--- src/pkg/obcu_pkg.sv ---
/*
 obcu_pkg: opcodes, reset values, timing constants and carrier structs
 for the one-bit control unit core and its AXI4-Lite register slave.
 assumes a 100 MHz aclk.
*/
package obcu_pkg;

   // opcode encodings
   typedef enum logic [3:0] {
      OP_IDLE_A = 4'h0,
      OP_LOAD = 4'h1,
      OP_LOAD_INV = 4'h2,
      OP_AND = 4'h3,
      OP_AND_INV = 4'h4,
      OP_OR = 4'h5,
      OP_OR_INV = 4'h6,
      OP_XNOR = 4'h7,
      OP_WRITE = 4'h8,
      OP_WRITE_INV = 4'h9,
      OP_IN_EN = 4'ha,
      OP_OUT_EN = 4'hb,
      OP_JUMP = 4'hc,
      OP_RETURN = 4'hd,
      OP_SKIP_ZERO = 4'he,
      OP_IDLE_B = 4'hf
   } obcu_op_t;

   localparam int OBCU_OP_W = 4;
   localparam int OBCU_OP_MSB = 3;

   // reset values
   localparam logic OBCU_RESULT_RST = 1'b0;
   localparam logic OBCU_IN_EN_RST = 1'b0;
   localparam logic OBCU_OUT_EN_RST = 1'b0;

   // reset-to-clock-out response: half a period, at least one cycle
   localparam int OBCU_CLK_PERIOD_NS = 10;
   localparam int OBCU_RST_RESP_NS = OBCU_CLK_PERIOD_NS / 2;
   localparam int OBCU_RST_RESP_CYC_RAW =
      (OBCU_RST_RESP_NS * 100) / 1000;
   localparam int OBCU_RST_RESP_CYC =
      (OBCU_RST_RESP_CYC_RAW < 1) ? 1 : OBCU_RST_RESP_CYC_RAW;

   // register byte offsets
   localparam logic [3:0] OBCU_REG_STATUS = 4'h0;
   localparam logic [3:0] OBCU_REG_CTRL = 4'h4;
   localparam logic [3:0] OBCU_REG_COUNT = 4'h8;

   // status and control field positions
   localparam int OBCU_ST_RESULT = 0;
   localparam int OBCU_ST_IN_EN = 1;
   localparam int OBCU_ST_OUT_EN = 2;
   localparam int OBCU_ST_SKIP = 3;
   localparam int OBCU_CTRL_RUN = 0;
   localparam logic OBCU_RUN_RST = 1'b1;

   localparam logic [1:0] OBCU_RESP_OKAY = 2'h0;
   localparam logic [1:0] OBCU_RESP_SLVERR = 2'h2;

   // per-cycle flag pulses
   typedef struct packed {
      logic idle_flag_a;
      logic idle_flag_b;
      logic jump_flag;
      logic return_flag;
   } obcu_flags_t;

   // data line outputs
   typedef struct packed {
      logic data_o;
      logic data_oe;
      logic write_strobe;
   } obcu_dout_t;

   // architectural state, as seen by software
   typedef struct packed {
      logic skip;
      logic out_en;
      logic in_en;
      logic result;
   } obcu_state_t;

endpackage : obcu_pkg

--- src/verilog/obcu_axil_regs.sv ---
/*
 obcu_axil_regs: AXI4-Lite slave with status, control and instruction
 count words. assumes aclk domain inputs; one write and one read at once.
*/
`timescale 1ns/1ns
module obcu_axil_regs (
   input wire logic aclk,
   input wire logic aresetn,
   input wire logic [3:0] s_axi_awaddr,
   input wire logic s_axi_awvalid,
   output logic s_axi_awready,
   input wire logic [31:0] s_axi_wdata,
   input wire logic [3:0] s_axi_wstrb,
   input wire logic s_axi_wvalid,
   output logic s_axi_wready,
   output logic [1:0] s_axi_bresp,
   output logic s_axi_bvalid,
   input wire logic s_axi_bready,
   input wire logic [3:0] s_axi_araddr,
   input wire logic s_axi_arvalid,
   output logic s_axi_arready,
   output logic [31:0] s_axi_rdata,
   output logic [1:0] s_axi_rresp,
   output logic s_axi_rvalid,
   input wire logic s_axi_rready,
   input wire obcu_pkg::obcu_state_t state,
   input wire logic [31:0] exec_count,
   output logic run
);

   logic aw_q, aw_d;
   logic w_q, w_d;
   logic [3:0] awaddr_q;
   logic wbit_q;
   logic wstrb0_q;
   logic run_q;
   logic bvalid_q;
   logic [1:0] bresp_q;
   logic rvalid_q;
   logic [31:0] rdata_q;
   logic [1:0] rresp_q;

   wire aw_take = s_axi_awvalid && !aw_q && !bvalid_q;
   wire w_take = s_axi_wvalid && !w_q && !bvalid_q;
   assign aw_d = aw_q | aw_take;
   assign w_d = w_q | w_take;
   wire [3:0] waddr = aw_take ? s_axi_awaddr : awaddr_q;
   wire wb = w_take ? s_axi_wdata[obcu_pkg::OBCU_CTRL_RUN] : wbit_q;
   wire ws = w_take ? s_axi_wstrb[0] : wstrb0_q;
   wire do_write = aw_d && w_d && !bvalid_q;
   wire wr_ctrl = waddr == obcu_pkg::OBCU_REG_CTRL;
   wire wr_ok = wr_ctrl || waddr == obcu_pkg::OBCU_REG_STATUS ||
      waddr == obcu_pkg::OBCU_REG_COUNT;

   wire ar_take = s_axi_arvalid && !rvalid_q;
   wire [31:0] rd_mux =
      (s_axi_araddr == obcu_pkg::OBCU_REG_STATUS) ? {28'h0, state} :
      (s_axi_araddr == obcu_pkg::OBCU_REG_CTRL) ? {31'h0, run_q} :
      (s_axi_araddr == obcu_pkg::OBCU_REG_COUNT) ? exec_count : 32'h0;
   wire rd_ok = s_axi_araddr == obcu_pkg::OBCU_REG_STATUS ||
      s_axi_araddr == obcu_pkg::OBCU_REG_CTRL ||
      s_axi_araddr == obcu_pkg::OBCU_REG_COUNT;

   always_ff @(posedge aclk) begin
      if (!aresetn) begin
         aw_q <= 1'b0;
         w_q <= 1'b0;
         awaddr_q <= 4'h0;
         wbit_q <= 1'b0;
         wstrb0_q <= 1'b0;
         run_q <= obcu_pkg::OBCU_RUN_RST;
         bvalid_q <= 1'b0;
         bresp_q <= obcu_pkg::OBCU_RESP_OKAY;
         rvalid_q <= 1'b0;
         rdata_q <= 32'h0;
         rresp_q <= obcu_pkg::OBCU_RESP_OKAY;
      end else begin
         aw_q <= do_write ? 1'b0 : aw_d;
         w_q <= do_write ? 1'b0 : w_d;
         if (aw_take) awaddr_q <= s_axi_awaddr;
         if (w_take) begin
            wbit_q <= s_axi_wdata[obcu_pkg::OBCU_CTRL_RUN];
            wstrb0_q <= s_axi_wstrb[0];
         end
         if (do_write && wr_ctrl && ws) run_q <= wb;
         if (do_write) begin
            bvalid_q <= 1'b1;
            bresp_q <= wr_ok ? obcu_pkg::OBCU_RESP_OKAY :
               obcu_pkg::OBCU_RESP_SLVERR;
         end else if (s_axi_bready) begin
            bvalid_q <= 1'b0;
         end
         if (ar_take) begin
            rvalid_q <= 1'b1;
            rdata_q <= rd_mux;
            rresp_q <= rd_ok ? obcu_pkg::OBCU_RESP_OKAY :
               obcu_pkg::OBCU_RESP_SLVERR;
         end else if (s_axi_rready) begin
            rvalid_q <= 1'b0;
         end
      end
   end

   assign s_axi_awready = !aw_q && !bvalid_q;
   assign s_axi_wready = !w_q && !bvalid_q;
   assign s_axi_bvalid = bvalid_q;
   assign s_axi_bresp = bresp_q;
   assign s_axi_arready = !rvalid_q;
   assign s_axi_rvalid = rvalid_q;
   assign s_axi_rdata = rdata_q;
   assign s_axi_rresp = rresp_q;
   assign run = run_q;

endmodule : obcu_axil_regs

--- src/verilog/obcu_core.sv ---
/*
 obcu_core: instruction decode and one-bit logic core with an AXI4-Lite
 status slave. assumes opcode and data pins come from outside the aclk
 domain and are synchronised here; sequencing logic is external.
*/
`timescale 1ns/1ns
module obcu_core (
   input wire logic aclk,
   input wire logic aresetn,
   input wire logic [3:0] opcode_in,
   input wire logic data_i,
   output logic data_o,
   output logic data_oe,
   output logic write_strobe,
   output logic result_register,
   output logic idle_flag_a,
   output logic idle_flag_b,
   output logic jump_flag,
   output logic return_flag,
   output logic oscillator_clock_out,
   input wire logic [3:0] s_axi_awaddr,
   input wire logic s_axi_awvalid,
   output logic s_axi_awready,
   input wire logic [31:0] s_axi_wdata,
   input wire logic [3:0] s_axi_wstrb,
   input wire logic s_axi_wvalid,
   output logic s_axi_wready,
   output logic [1:0] s_axi_bresp,
   output logic s_axi_bvalid,
   input wire logic s_axi_bready,
   input wire logic [3:0] s_axi_araddr,
   input wire logic s_axi_arvalid,
   output logic s_axi_arready,
   output logic [31:0] s_axi_rdata,
   output logic [1:0] s_axi_rresp,
   output logic s_axi_rvalid,
   input wire logic s_axi_rready
);

   // two-stage synchronisers for the pins
   logic [3:0] op_s1_q, op_s2_q;
   logic din_s1_q, din_s2_q;

   logic result_q, result_d;
   logic in_en_q, in_en_d;
   logic out_en_q, out_en_d;
   logic skip_q, skip_d;
   obcu_pkg::obcu_flags_t flags_q, flags_d;
   obcu_pkg::obcu_dout_t dout_q, dout_d;
   logic clk_out_q;
   logic [31:0] count_q;
   logic run;
   obcu_pkg::obcu_op_t op;

   // the logic unit is shared by all logic opcodes
   function automatic logic obcu_alu(input obcu_pkg::obcu_op_t o,
                                     input logic r, input logic d);
      logic v;
      v = r;
      case (o)
         obcu_pkg::OP_LOAD: v = d;
         obcu_pkg::OP_LOAD_INV: v = !d;
         obcu_pkg::OP_AND: v = r & d;
         obcu_pkg::OP_AND_INV: v = r & !d;
         obcu_pkg::OP_OR: v = r | d;
         obcu_pkg::OP_OR_INV: v = r | !d;
         obcu_pkg::OP_XNOR: v = (r == d);
         default: v = r;
      endcase
      return v;
   endfunction : obcu_alu

   // bit 3 is the opcode MSB
   assign op = obcu_pkg::obcu_op_t'(op_s2_q);

   // a skipped or halted slot executes nothing, but the data_o register still loads
   wire exec = run && !skip_q;

   wire din = din_s2_q & in_en_q;

   wire is_logic = op inside {obcu_pkg::OP_LOAD, obcu_pkg::OP_LOAD_INV,
      obcu_pkg::OP_AND, obcu_pkg::OP_AND_INV, obcu_pkg::OP_OR,
      obcu_pkg::OP_OR_INV, obcu_pkg::OP_XNOR};
   wire is_store = op == obcu_pkg::OP_WRITE ||
      op == obcu_pkg::OP_WRITE_INV;

   assign result_d = (exec && is_logic) ?
      obcu_alu(op, result_q, din) : result_q;

   assign in_en_d = (exec && op == obcu_pkg::OP_IN_EN) ?
      din_s2_q : in_en_q;
   assign out_en_d = (exec && op == obcu_pkg::OP_OUT_EN) ?
      din_s2_q : out_en_q;

   assign skip_d = exec && (op == obcu_pkg::OP_RETURN ||
      (op == obcu_pkg::OP_SKIP_ZERO && !result_q));

   assign flags_d.idle_flag_a = exec && op == obcu_pkg::OP_IDLE_A;
   assign flags_d.idle_flag_b = exec && op == obcu_pkg::OP_IDLE_B;
   assign flags_d.jump_flag = exec && op == obcu_pkg::OP_JUMP;
   assign flags_d.return_flag = exec && op == obcu_pkg::OP_RETURN;

   assign dout_d.data_o = (op == obcu_pkg::OP_WRITE_INV) ?
      !result_q : result_q;
   assign dout_d.data_oe = exec && is_store && out_en_q;
   assign dout_d.write_strobe = exec && is_store && out_en_q;

   always_ff @(posedge aclk) begin
      if (!aresetn) begin
         op_s1_q <= 4'h0;
         op_s2_q <= 4'h0;
         din_s1_q <= 1'b0;
         din_s2_q <= 1'b0;
      end else begin
         op_s1_q <= opcode_in;
         op_s2_q <= op_s1_q;
         din_s1_q <= data_i;
         din_s2_q <= din_s1_q;
      end
   end

   always_ff @(posedge aclk) begin
      if (!aresetn) begin
         result_q <= obcu_pkg::OBCU_RESULT_RST;
         in_en_q <= obcu_pkg::OBCU_IN_EN_RST;
         out_en_q <= obcu_pkg::OBCU_OUT_EN_RST;
         skip_q <= 1'b0;
         flags_q <= '0;
         dout_q <= '0;
      end else begin
         result_q <= result_d;
         in_en_q <= in_en_d;
         out_en_q <= out_en_d;
         skip_q <= skip_d;
         flags_q <= flags_d;
         dout_q <= dout_d;
      end
   end

   // clock out held low in reset, within one cycle
   always_ff @(posedge aclk) begin
      if (!aresetn) begin
         clk_out_q <= 1'b0;
      end else begin
         clk_out_q <= !clk_out_q;
      end
   end

   // executed-instruction counter for software
   always_ff @(posedge aclk) begin
      if (!aresetn) begin
         count_q <= 32'h0;
      end else if (exec) begin
         count_q <= count_q + 32'h1;
      end
   end

   obcu_axil_regs u_regs (
      .aclk(aclk),
      .aresetn(aresetn),
      .s_axi_awaddr(s_axi_awaddr),
      .s_axi_awvalid(s_axi_awvalid),
      .s_axi_awready(s_axi_awready),
      .s_axi_wdata(s_axi_wdata),
      .s_axi_wstrb(s_axi_wstrb),
      .s_axi_wvalid(s_axi_wvalid),
      .s_axi_wready(s_axi_wready),
      .s_axi_bresp(s_axi_bresp),
      .s_axi_bvalid(s_axi_bvalid),
      .s_axi_bready(s_axi_bready),
      .s_axi_araddr(s_axi_araddr),
      .s_axi_arvalid(s_axi_arvalid),
      .s_axi_arready(s_axi_arready),
      .s_axi_rdata(s_axi_rdata),
      .s_axi_rresp(s_axi_rresp),
      .s_axi_rvalid(s_axi_rvalid),
      .s_axi_rready(s_axi_rready),
      .state({skip_q, out_en_q, in_en_q, result_q}),
      .exec_count(count_q),
      .run(run)
   );

   assign data_o = dout_q.data_o;
   assign data_oe = dout_q.data_oe;
   assign write_strobe = dout_q.write_strobe;
   assign result_register = result_q;
   assign idle_flag_a = flags_q.idle_flag_a;
   assign idle_flag_b = flags_q.idle_flag_b;
   assign jump_flag = flags_q.jump_flag;
   assign return_flag = flags_q.return_flag;
   assign oscillator_clock_out = clk_out_q;

endmodule : obcu_core

--- config.mk ---
export PLATFORM = sky130hd
export DESIGN_NAME = obcu_core
export DESIGN_NICKNAME = d
export VERILOG_FILES = /design/src/pkg/obcu_pkg.sv /design/src/verilog/obcu_axil_regs.sv /design/src/verilog/obcu_core.sv
export SDC_FILE = /design/constraint.sdc
export NUM_CORES = 1
export LEC_CHECK = 0
export ABC_AREA = 1
export BUFFER_PORTS_ARGS = -buffer_cell sky130_fd_sc_hd__buf_2
export CAP_MARGIN = 5
export CELL_PAD_IN_SITES_DETAIL_PLACEMENT = 1
export CELL_PAD_IN_SITES_GLOBAL_PLACEMENT = 1
export CORE_MARGIN = 4
export CORE_UTILIZATION = 37
export DETAILED_ROUTE_END_ITERATION = 8
export GPL_ROUTABILITY_DRIVEN = 0
export PLACE_DENSITY_LB_ADDON = 0.1
export RECOVER_POWER = 100
export SLEW_MARGIN = 20
export SYNTH_ARGS = -nofsm -noshare
export SYNTH_HDL_FRONTEND = slang
export SYNTH_SLANG_ARGS = --single-unit
export TNS_END_PERCENT = 10
--- constraint.sdc ---
create_clock -name aclk -period 1.8 [get_ports aclk]
set_input_delay 0 -clock aclk [delete_from_list [all_inputs] [get_ports aclk]]
set_output_delay 0 -clock aclk [all_outputs]
set_load 0.02 [all_outputs]
==> summary.md <==
| Metric | Value |
|---|---|
| Vias in the first global route | between 4000 and 5000 |
| CTS Buffer Depth | 2 |
| Final count of hold timing violations | 0 |
| Worst Reg-to-Reg Cells | 4 |
| Async S/R FF share, synth | 0% |
| Initial Util | between 30% and 40% |
| Cells after DPL | 806 |
| Status | complete, no violations |
| Final HPWL DP | 8290 um |
| Busiest grt layer | met2 |
| H-tree depth | 3 |
| Fmax | around 0.61 GHz |
| Crit path max fanout | 6 |
| # port buffers | 69 |
| DR DRC count | 0 |
| Critical Path, Cell by Cell | nor2_1, nand3_1, dlygate4sd3_1, a21oi_1 |
| Top-count cell post-synth | nand2_1 |
| Yosys warning total | 0 |
| Io pins | 106 |
| Slew of the pin with the lowest slew margin | 1.10 ns |
| Netlist Area Pre-Place | 4260 sq um |
| Worst R2R End | u_regs.awaddr_q[2] |
| Ranking of synthesized cells by area | dfxtp_1 46%, nand2_1 12%, nor2_1 6.8% |
| Met1 GRT Util | about a quarter |
| Setup crit start kind | flip-flop |
| Setup TNS | 0 ns |
| DIE WIDTH | 115 um |
| Post-synth top area share | between 40% and 50% |
| Initial antenna violation count | 0 |
| Library cells used by synthesis | 32 |
| Hold Path Cell Cnt | 4 |
| N_diodes | 0 |
| Synthesized instance count | 608 |
| CTS Sinks | 98 |
| RSZ-0062 raised after global routing | no |
| Fin. max-slew vios | 0 |
| Post-layout nets | 748 |
| Fill count | roughly 1500 |
| CTS root buffer | clkbuf_16 |
| Core ar. | 11000 sq um |
| Final worst path period share | 91.2% |
| Chip height | about 120 um |
| DR vias | 4096 |
| Total grt overflow | 0 |
| Met3 Track Usage GR | roughly 3% |
| CP arrival | between 1.5 and 2 ns |
| Final min period | 1.64 ns |
| 1st-pass router iterations | 4 |
| Post-synth EDFFs | 0 |
| Met2 usage | just over 30% |
| Final Non-Filler Cells | around 840 |
| Sequential cell area fraction in the yosys report | around 46% |
| CP max-delay cell | dlygate4sd3_1 |
| Leakage power figure | about 0.0022 uW |
| Top cells by count, synth | 139 x nand2_1, 98 x dfxtp_1, 77 x nor2_1 |
| WL/cell | between 10 and 15 um |
| All-Layer GR Usage | 18.3% |
| Largest net degree at the start of global routing | 39 |
| Critical Path RT | approximately 2 ns |
| Initial DRC count | roughly 150 |
| Hold Crit Class | in2reg |
| Setup Skew | 0.00386 ns |
| CP peak stage delay | about 0.60 ns |
| Peak supply drop | between 0.5 and 0.6 mV |
| Synthesis-stage register bit count | 98 |
| Clock Latency Late Sink | between 0.3 and 0.4 ns |
| Clock Pin Slew Worst Setup and Hold Paths | about 0.070 ns |
| Slew headroom | 26.6% |
| Number of buffers created by CTS | 9 |
| Area grow syn2layout | 20.3% |
| Reg2reg setup slack | between 0.15 and 0.2 ns |
| Ys flop type | dfxtp_1 |
| First-pass GRT wire length | 19500 um |
| CTS tree | done |
| Share of cells above drive strength 1 | around 9% |
| CP Capture Type | flip-flop |
| Area occupied by multi-input gates | 1880 sq um |
| Pwr dens | ~970 nW/um^2 |
| Worst r2r src | u_regs.s_axi_bvalid |
| Routed WL | 11400 um |
| Syn Area/Cell | 7.00 sq um |
| Vias per Instance | approximately 5 |
| Num rows | 38 |
| Die area | 13300 sq um |
| Max_cap viols | 0 |
| Hold Path End | u_regs.awaddr_q[1] |
| Critical path type | reg2reg |
| Reg area | a little under 2000 sq um |
| Final setup viols | 0 |
| Antenna viol nets, final | 0 |
| Top cell type by total area after synthesis | dfxtp_1 |
| Hold_sp | s_axi_awaddr[1] |
-- state kept, by name, summed over array words and instances, names as in the netlist, 4 cells and up --
register            cells
count_q                32
u_regs.s_axi_rdata     32
op                      4
op_s1_q                 4
u_regs.awaddr_q         4
-- placed cells by master, fill, tap and decap left out, types with 7 or more instances in the layout --
cell / instances
o21ai_0: 49
buf_2: 21
nor2_1: 77
nand2_1: 140
clkbuf_1: 51
nor3_1: 10
clkbuf_16: 9
nand3_1: 23
dlygate4sd3_1: 13
nand4_1: 13
a21oi_1: 56
inv_1: 77
dfxtp_1: 98
nor2_2: 7
-- area by class of cell --
class / count / share of cell area (%)
inverters: 79 / 5.79
flip-flops and latches: 98 / 38.3
clock buffers: 11 / 4.74
repair buffers: 94 / 9.53
clock inverters: 5 / 1.51
well taps: 140 / 3.42
multi-input cells: 409 / 36.7
-- logic make-up (layout without fill, tap and decap cells) --
family	Yosys count	count (layout)	share of synthesized area, %
buffers and inverters	102	189	9.64
other	1	2	0.0881
flip-flops	98	98	46.1
adder cells (fa/ha/maj)	1	1	0.294
AND/OR/NAND/NOR	287	287	29.1
AO/OA/AOI/OAI	119	119	14.7
-- per-layer routing --
layer | share of wire, % | up-vias
met3 | 2.9 | 13
li1 | - | 2109
met2 | 47 | 45
met1 | 49 | 1929
met5 | 0 | -
met4 | 1.7 | 0
-- worst max-delay path: cells and delay by family, from the launching register on --
family                 cells  cell delay, ns
buffers and inverters      1            0.60
AOI/OAI and AO/OA          1            0.17
and+or+nand+nor            2            0.45
DFF                        1            0.35
-- stage by stage --
step	power (uW)	instance area, sq um	util [%]	hold slack, ns	worst slack (ns)
2_1_floorplan	2740	4260	-	0.0976	0.270
3_3_place_gp	2900	4750	43.0	0.179	0.219
3_5_place_dp	2920	4750	43.0	0.191	0.134
4_1_cts	5040	5200	47.1	0.00134	0.0997
5_1_grt	5170	5120	46.4	0.0416	0.0226
6_report	4950	5120	46.4	0.00497	0.158
-- power by group --
group	switching, uW	total, uW	internal (uW)
Combinational	371	542	171
Sequential	55.8	2330	2270
Clock	827	2080	1250
-- how the worst max path moves through the flow --
stage,endpoint,cells after the start,slack (ns),from
2_1_floorplan,u_regs.run,8,0.27,u_regs.s_axi_bvalid
3_3_place_gp,count_q[24],8,0.22,count_q[1]
3_5_place_dp,count_q[14],8,0.13,count_q[1]
4_1_cts,count_q[24],8,0.1,count_q[1]
5_1_grt,u_regs.awaddr_q[2],4,0.02,u_regs.s_axi_bvalid
6_report,u_regs.awaddr_q[2],4,0.16,u_regs.s_axi_bvalid
-- repair_timing --
action | 4_1_cts | 5_1_grt
hold buffers | 13 | 0
resized for setup | 0 | 2
buffers inserted | 0 | 1
hold endpoints to repair | 11 | 0
setup endpoints to repair | 0 | 3
(Power assumes the default switching activity.)
